===== config.mk =====
export PLATFORM = sky130hd
export DESIGN_NAME = iep_regs
export DESIGN_NICKNAME = d
export VERILOG_FILES = /design/src/iep_pkg.sv /design/src/iep_regs.sv
export SDC_FILE = /design/constraint.sdc
export NUM_CORES = 1
export LEC_CHECK = 0
export BUFFER_PORTS_ARGS = -buffer_cell sky130_fd_sc_hd__buf_2
export CAP_MARGIN = 20
export CORE_MARGIN = 5
export CORE_UTILIZATION = 40
export DETAILED_ROUTE_END_ITERATION = 7
export PLACE_DENSITY = 0.72
export SLEW_MARGIN = 20
export SYNTH_ARGS = -nofsm -noshare
export SYNTH_HDL_FRONTEND = slang
export SYNTH_SLANG_ARGS = --single-unit
export TNS_END_PERCENT = 20

===== constraint.sdc =====
create_clock -name i_mclk -period 3.05 [get_ports i_mclk]
set_clock_uncertainty 0.1 [all_clocks]
set_input_delay 0 -clock i_mclk [delete_from_list [all_inputs] [get_ports i_mclk]]
set_output_delay 0 -clock i_mclk [all_outputs]
set_load 0.005 [all_outputs]

===== src/iep_pkg.sv =====
// interrupt enable and priority register constants, types and helpers
// assumes a 16-bit register port and one system clock
// What this block does
// - an enable bit at one forwards its source's pending request; zero holds it back
// - unassigned bits of enable and priority registers ignore writes and read zero
// - priority fields are three bits, value is level; 111 is level 7, highest
// - field 001 is level 1, lowest serviced; patterns between map to levels 2-6
// - field 000 disables its source whatever its enable bit or flag
// - first enable register: capture 1 at bit 1, external pin 0 at bit 0
// - second enable register: pin2 13, pin1 4, change 3, comparator 2, i2c 1/0
// - third enable register holds only capture 3 at bit 5, rest reads zero
// - fourth enable register holds pulse modulator at bit 9, bits 15-10 read zero
// - fifth enable register: capacitive measure bit 13, serial error bit 1, rest zero
// - first priority register: timer1 14-12, compare1 10-8, capture1 6-4, pin0 2-0
// - second priority register: timer2 14-12, compare2 10-8; bits 15 and 11 zero
// - first enable register also enables converter, serial, spi, timers, compare, capture
// - first enable register bits sit at the flag positions, converter at bit 13
// - each source flag is set on its request; enable qualifies it, priority also for the six prioritised sources
package iep_pkg;

    // =========================================
    // register addresses (word index)
    localparam logic [3:0] ADDR_INT_ENABLE_CTL_0 = 4'h0;
    localparam logic [3:0] ADDR_INT_ENABLE_CTL_1 = 4'h1;
    localparam logic [3:0] ADDR_INT_ENABLE_CTL_2 = 4'h2;
    localparam logic [3:0] ADDR_INT_ENABLE_CTL_3 = 4'h3;
    localparam logic [3:0] ADDR_INT_ENABLE_CTL_4 = 4'h4;
    localparam logic [3:0] ADDR_INT_PRIORITY_CTL_0 = 4'h5;
    localparam logic [3:0] ADDR_INT_PRIORITY_CTL_1 = 4'h6;
    localparam logic [3:0] ADDR_STS = 4'h8;
    localparam logic [3:0] ADDR_MSK = 4'h9;

    // =========================================
    // implemented bit masks, reset values
    // bank0: conv 13, tx 12, rx 11, spi 10, spi fault 9, t3 8, t2 7, oc2 6, ic2 5,
    // t1 3, oc1 2, ic1 1, pin0 0
    localparam logic [4:0][15:0] EN_MASK = {16'h2002, 16'h0200, 16'h0020, 16'h201F, 16'h3FEF};
    localparam logic [1:0][15:0] PRI_MASK = {16'h7700, 16'h7777};
    localparam logic [1:0][15:0] PRI_RST = {16'h4400, 16'h4444};
    localparam logic [15:0] STS_MASK = 16'h001F;
    localparam logic [2:0] LVL_OFF = 3'h0;

    // =========================================
    // prioritised sources: pin0, capture1, compare1, timer1, compare2, timer2
    localparam int NSRC = 6;
    localparam int SRC_TIMER1 = 3;
    localparam int SRC_PIN0 = 0;
    localparam logic [5:0][3:0] SRC_LSB = {4'hC, 4'h8, 4'hC, 4'h8, 4'h4, 4'h0};
    localparam logic [5:0][3:0] SRC_EN_BIT = {4'h7, 4'h6, 4'h3, 4'h2, 4'h1, 4'h0};
    localparam logic [5:0] SRC_PRI_REG = 6'h30;

    // =========================================
    // state
    typedef struct packed {
        logic [4:0][15:0] en;
        logic [1:0][15:0] pri;
        logic [4:0][15:0] req;
        logic [5:0][2:0] lvl;
        logic [4:0] sts;
        logic [4:0] msk;
        logic [15:0] rdata;
        logic irq;
    } iep_state_t;

    localparam iep_state_t ST_RST = '{en: '0, pri: PRI_RST, req: '0, lvl: '0,
        sts: '0, msk: '0, rdata: '0, irq: 1'b0};

    // =========================================
    // helpers
    function automatic logic [2:0] iep_field(input logic [15:0] r, input logic [3:0] lsb);
        iep_field = r[lsb +: 3];
    endfunction

    function automatic logic [15:0] iep_addr_mask(input logic [3:0] a);
        case (a)
            ADDR_INT_ENABLE_CTL_0: iep_addr_mask = EN_MASK[0];
            ADDR_INT_ENABLE_CTL_1: iep_addr_mask = EN_MASK[1];
            ADDR_INT_ENABLE_CTL_2: iep_addr_mask = EN_MASK[2];
            ADDR_INT_ENABLE_CTL_3: iep_addr_mask = EN_MASK[3];
            ADDR_INT_ENABLE_CTL_4: iep_addr_mask = EN_MASK[4];
            ADDR_INT_PRIORITY_CTL_0: iep_addr_mask = PRI_MASK[0];
            ADDR_INT_PRIORITY_CTL_1: iep_addr_mask = PRI_MASK[1];
            ADDR_STS: iep_addr_mask = STS_MASK;
            ADDR_MSK: iep_addr_mask = STS_MASK;
            default: iep_addr_mask = 16'h0000;
        endcase
    endfunction

endpackage


===== src/iep_regs.sv =====
// interrupt enable and priority registers with request qualification
// assumes flags arrive synchronous to i_mclk in the flag-register bit layout
//
// The register addresses and the address-and-strobe port are this design's own decisions.
`timescale 1ns/10ps
module iep_regs
    import iep_pkg::*;
(
    // clock and reset
    input wire logic i_mclk,
    input wire logic i_rst_n,
    // register port
    input wire logic [3:0] i_addr,
    input wire logic [15:0] i_wdata,
    input wire logic i_wr,
    input wire logic i_rd,
    output logic [15:0] o_rdata,
    // request flags from peripherals
    input wire logic [15:0] i_flag_0,
    input wire logic [15:0] i_flag_1,
    input wire logic [15:0] i_flag_2,
    input wire logic [15:0] i_flag_3,
    input wire logic [15:0] i_flag_4,
    // qualified requests to arbitration
    output logic [15:0] o_req_0,
    output logic [15:0] o_req_1,
    output logic [15:0] o_req_2,
    output logic [15:0] o_req_3,
    output logic [15:0] o_req_4,
    // presented levels
    output logic [2:0] o_lvl_ext_pin0,
    output logic [2:0] o_lvl_capture1,
    output logic [2:0] o_lvl_compare1,
    output logic [2:0] o_lvl_timer1,
    output logic [2:0] o_lvl_compare2,
    output logic [2:0] o_lvl_timer2,
    // interrupt
    output logic o_irq
);

    // =========================================
    // reset release
    logic rst_meta_r;
    logic rst_n_s;

    always_ff @(posedge i_mclk or negedge i_rst_n) begin
        if (!i_rst_n) begin
            rst_meta_r <= 1'b0;
            rst_n_s <= 1'b0;
        end else begin
            rst_meta_r <= 1'b1;
            rst_n_s <= rst_meta_r;
        end
    end

    // =========================================
    // state
    iep_state_t st_r;
    iep_state_t st_nxt;
    logic [4:0][15:0] flag;
    logic [4:0] clr;
    logic [4:0] ev;
    logic [2:0] fld;

    assign flag = {i_flag_4, i_flag_3, i_flag_2, i_flag_1, i_flag_0};

    always_comb begin
        st_nxt = st_r;
        clr = '0;
        ev = '0;
        fld = LVL_OFF;
        // register writes, unassigned bits masked off
        if (i_wr) begin
            case (i_addr)
                ADDR_INT_ENABLE_CTL_0: st_nxt.en[0] = i_wdata & EN_MASK[0];
                ADDR_INT_ENABLE_CTL_1: st_nxt.en[1] = i_wdata & EN_MASK[1];
                ADDR_INT_ENABLE_CTL_2: st_nxt.en[2] = i_wdata & EN_MASK[2];
                ADDR_INT_ENABLE_CTL_3: st_nxt.en[3] = i_wdata & EN_MASK[3];
                ADDR_INT_ENABLE_CTL_4: st_nxt.en[4] = i_wdata & EN_MASK[4];
                ADDR_INT_PRIORITY_CTL_0: st_nxt.pri[0] = i_wdata & PRI_MASK[0];
                ADDR_INT_PRIORITY_CTL_1: st_nxt.pri[1] = i_wdata & PRI_MASK[1];
                ADDR_STS: clr = i_wdata[4:0];
                ADDR_MSK: st_nxt.msk = i_wdata[4:0];
                default: clr = '0;
            endcase
        end
        // read data, one cycle after the strobe
        st_nxt.rdata = '0;
        if (i_rd) begin
            case (i_addr)
                ADDR_INT_ENABLE_CTL_0: st_nxt.rdata = st_r.en[0];
                ADDR_INT_ENABLE_CTL_1: st_nxt.rdata = st_r.en[1];
                ADDR_INT_ENABLE_CTL_2: st_nxt.rdata = st_r.en[2];
                ADDR_INT_ENABLE_CTL_3: st_nxt.rdata = st_r.en[3];
                ADDR_INT_ENABLE_CTL_4: st_nxt.rdata = st_r.en[4];
                ADDR_INT_PRIORITY_CTL_0: st_nxt.rdata = st_r.pri[0];
                ADDR_INT_PRIORITY_CTL_1: st_nxt.rdata = st_r.pri[1];
                ADDR_STS: st_nxt.rdata = {11'h000, st_r.sts};
                ADDR_MSK: st_nxt.rdata = {11'h000, st_r.msk};
                default: st_nxt.rdata = '0;
            endcase
        end
        // flag qualified by enable
        for (int k = 0; k < 5; k++) begin
            st_nxt.req[k] = flag[k] & st_r.en[k];
        end
        // priority gate and level
        for (int s = 0; s < NSRC; s++) begin
            fld = iep_field(st_r.pri[SRC_PRI_REG[s]], SRC_LSB[s]);
            if (fld == LVL_OFF) begin
                st_nxt.req[0][SRC_EN_BIT[s]] = 1'b0;
            end
            st_nxt.lvl[s] = st_nxt.req[0][SRC_EN_BIT[s]] ? fld : LVL_OFF;
        end
        // new presentation per bank sets a sticky bit; set beats clear
        for (int k = 0; k < 5; k++) begin
            ev[k] = |(st_nxt.req[k] & ~st_r.req[k]);
        end
        st_nxt.sts = (st_r.sts & ~clr) | ev;
        st_nxt.irq = |(st_nxt.sts & st_nxt.msk);
    end

    always_ff @(posedge i_mclk or negedge rst_n_s) begin
        if (!rst_n_s) begin
            st_r <= ST_RST;
        end else begin
            st_r <= st_nxt;
        end
    end

    // =========================================
    // outputs
    assign o_rdata = st_r.rdata;
    assign o_req_0 = st_r.req[0];
    assign o_req_1 = st_r.req[1];
    assign o_req_2 = st_r.req[2];
    assign o_req_3 = st_r.req[3];
    assign o_req_4 = st_r.req[4];
    assign o_lvl_ext_pin0 = st_r.lvl[0];
    assign o_lvl_capture1 = st_r.lvl[1];
    assign o_lvl_compare1 = st_r.lvl[2];
    assign o_lvl_timer1 = st_r.lvl[3];
    assign o_lvl_compare2 = st_r.lvl[4];
    assign o_lvl_timer2 = st_r.lvl[5];
    assign o_irq = st_r.irq;

    localparam logic [3:0] T1_BIT = SRC_EN_BIT[SRC_TIMER1];
    localparam logic [3:0] T1_LSB = SRC_LSB[SRC_TIMER1];
endmodule // iep_regs


==> impl_metrics.tcl <==
set metrics [dict create \
    status "complete, no violations" \
    clkTransAtPathRegs_ps 70 \
    start_kind "register" \
    ioPinCount 219 \
    synth_cells 443 \
    p_leak_nw 3.11 \
    worst_hold_path_type "input pin to register" \
    drtPass1Iterations 5 \
    synth_cell_types 38 \
    yosys_warnings 0 \
    worstPathRequired_ps 3180 \
    portBuffers 102 \
    cts_tree "yes" \
    internal_power_mw 2.66 \
    combPwrFrac_pct 14.9 \
    power_density_mw_per_mm2 612 \
    worstPathArrival_ps 2000 \
    crit_chain "nand2_1 > o22ai_1 > or4_4 > a22o_1 > a211o_1" \
    place_congestion 0.844 \
    ys_seq_elements 110 \
    grt_pass1_vias 3445 \
    vias 3394 \
    worst_slew_pin_slew_ps 665 \
    setup_viol 0 \
    synth_common_cells "114 x buf_4, 104 x dfrtp_1, 46 x mux2_2, 33 x nand2_1, 24 x inv_1" \
    hpwl_mm 8.74 \
    clock_path_buffers 2 \
    yosys-top-cells-area "dfrtp_1 51%, buf_4 17%, mux2_2 10%" \
    avgSynthCellArea_um2 11.6 \
    yosysMostFrequentCell "buf_4" \
    hold_start "i_addr[1]" \
    r2r_setup_slack_ps 1180 \
    yosys.area.top_type_share_pct 50.8 \
    rr_worst_depth 5 \
    overflow 0 \
    peakVddDrop_uv 276 \
    p_sw_mw 0.986 \
    post_drt_via_cell_ratio 4.73 \
    slew_headroom_pct 55.5 \
    die_area_mm2 0.0152 \
    track_usage_pct 15.8 \
    crit_family "simple AND/OR/NAND/NOR gates" \
    yosysTopAreaCell "dfrtp_1" \
    coreArea_mm2 0.0126 \
    cts_sinks 110 \
    endpoint_kind "register" \
    synthArstFlopShare_pct 100 \
    die_h_um 123 \
    pwr-share-seq_pct 52.0 \
    synth_top_family_by_area "buffers and inverters" \
    synthMuxAreaShare_pct 10.5 \
    setup_tns_ps 0 \
    cts_made_buffers 9 \
    wirelength_mm 11.8 \
    die_w_um 123 \
    nets 643 \
    yosysSeqAreaShare_pct 53.9 \
    drt_first_iter_violations 205 \
    grt_pass1_wl_mm 18.3 \
    post-cts-setup-buffers 0 \
    whs_path_depth 4 \
    min_period_over_period_pct 61.4 \
    htreeDepth 3 \
    synth_xor_area_share_pct 0 \
    synth_ff_type "dfrtp_1" \
    total_power_mw 3.64 \
    r2r_end "o_irq" \
    rsz0062_at_grt "false" \
    syn2layout_area_growth_pct 16.2 \
    cp.buffers_inverters 0 \
    antenna_found_initial 3 \
    synth_compound_area_share_pct 7.72 \
    ctsResizeCount 0 \
    synth_area_mm2 0.00512 \
    crit_type "register to register" \
    min_to "st_r[214]" \
    ctsHoldBuffers 42 \
    hold_violations 0 \
    maxSlewViolCount 0 \
    drc_errors 0 \
    avgRoutedWirePerCell_um 16.5 \
    synth-adder-area-share_pct 0 \
    final_layout_size_suffix_gt1_share_pct 33.5 \
    maxCapViolCount 0 \
    cp_max_fo 3 \
    r2r_start "st_r[175]" \
    slowest_delay_ps 560 \
    fin_hold_ws_ps 93.8 \
    ant_nets 0 \
    post-route-cell-area_mm2 0.00595 \
    synth_edf_count 0 \
    clockPowerShare_pct 33.1 \
    fp-row-count 41 \
    clkLatencyLatePin_ps 350 \
    swShare_pct 27.1 \
    grt_max_degree 51 \
    dpl_cell_area_mm2 0.00522 \
    max_freq_mhz 534 \
    fin_crit_ps 1870 \
    start_util_pct 40.7 \
    worst_path_max_delay_cell "or4_4" \
    yosys.area_share.simple_pct 8.43 \
    cts-root-buf "clkbuf_16" \
]
==> final cells by class <==
| cell class | count | area (µm²) |
|---|---|---|
| clock buffers | 10 | 239 |
| fillers | 1093 | 6620 |
| flip-flops and latches | 110 | 2760 |
| multi-input cells | 243 | 1590 |
| well taps | 172 | 215 |
| clock inverters | 6 | 68.8 |
| diodes | 1 | 2.50 |
| inverters | 24 | 90.1 |
| repair buffers | 151 | 983 |
==> worst reg2reg max path: cells and delay by family, from the launching register on <==
family | cells | cell delay [ps]
AO/OA/AOI/OAI | 3 | 580
AND/OR/NAND/NOR | 2 | 680
flip-flops | 1 | 410
==> placed cells by master, fill, tap and decap left out, types with 6 or more instances in the layout <==
cell / count
a21oi_1: 11
a22oi_1: 16
and3_1: 20
buf_2: 102
buf_4: 7
clkbuf_16: 9
conb_1: 59
dfrtp_1: 103
dfstp_2: 6
dlygate4sd3_1: 42
inv_1: 24
mux2_2: 46
nand2_1: 33
nand3_1: 7
nor2_1: 7
nor3_1: 7
o22ai_1: 6
o311a_1: 6
==> cells by family after synthesis <==
kind of cell,Yosys count
AND/OR/NAND/NOR,82
buffers and inverters,147
AO/OA/AOI/OAI,54
flip-flops,110
other,2
multiplexers,48
==> registers in the layout, summed over array words and instances, names as in the netlist <==
signal / flops
st_r: 48
o_irq: 1
rst_n_s: 1
o_rdata: 15
fld: 3
o_req_3: 1
o_lvl_capture1: 3
o_req_4: 2
o_req_1: 6
o_lvl_compare1: 3
o_lvl_timer2: 3
o_lvl_timer1: 3
o_req_0: 13
o_lvl_ext_pin0: 3
o_req_2: 1
rst_meta_r: 1
o_lvl_compare2: 3
==> power groups by stage <==
| stage | clock, mW | sequential (mW) | combinational, mW |
|---|---|---|---|
| 2_1_floorplan | 0 | 1.85 | 0.455 |
| 3_3_place_gp | 0 | 1.90 | 0.486 |
| 3_5_place_dp | 0 | 1.92 | 0.502 |
| 4_1_cts | 1.23 | 1.89 | 0.547 |
| 5_1_grt | 1.28 | 1.92 | 0.611 |
| 6_report | 1.20 | 1.89 | 0.543 |
==> metrics by stage <==
stage | setup slack [ps] | utilization [%] | std cells
2_1_floorplan | 1110 | - | 500
3_3_place_gp | 1120 | 41.5 | 658
3_5_place_dp | 1120 | 41.5 | 658
4_1_cts | 1150 | 47.3 | 716
5_1_grt | 1080 | 47.3 | 717
6_report | 1180 | 47.3 | 717
==> how the worst max path moves through the flow <==
stage | startpoint | slack [ps] | endpoint | depth (start not counted)
after global routing | st_r[175] | 1080 | o_irq | 5
final | st_r[175] | 1180 | o_irq | 5
after global placement | i_addr[1] | 1120 | o_irq | 7
after CTS | st_r[175] | 1150 | o_irq | 5
after floorplan | rst_n_s | 1110 | fld[0] | 0
after detailed placement | i_addr[1] | 1120 | o_irq | 7
==> per-layer routing <==
| layer | vias up | GRT usage [%] | routed length, µm |
|---|---|---|---|
| met4 | 4 | 6.99 | 340 |
| met1 | 1688 | 20.0 | 4720 |
| li1 | 1535 | - | - |
| met5 | - | 0 | 14 |
| met3 | 26 | 3.98 | 949 |
| met2 | 141 | 25.8 | 5820 |
Note: power is estimated with default switching activity, not from simulation.
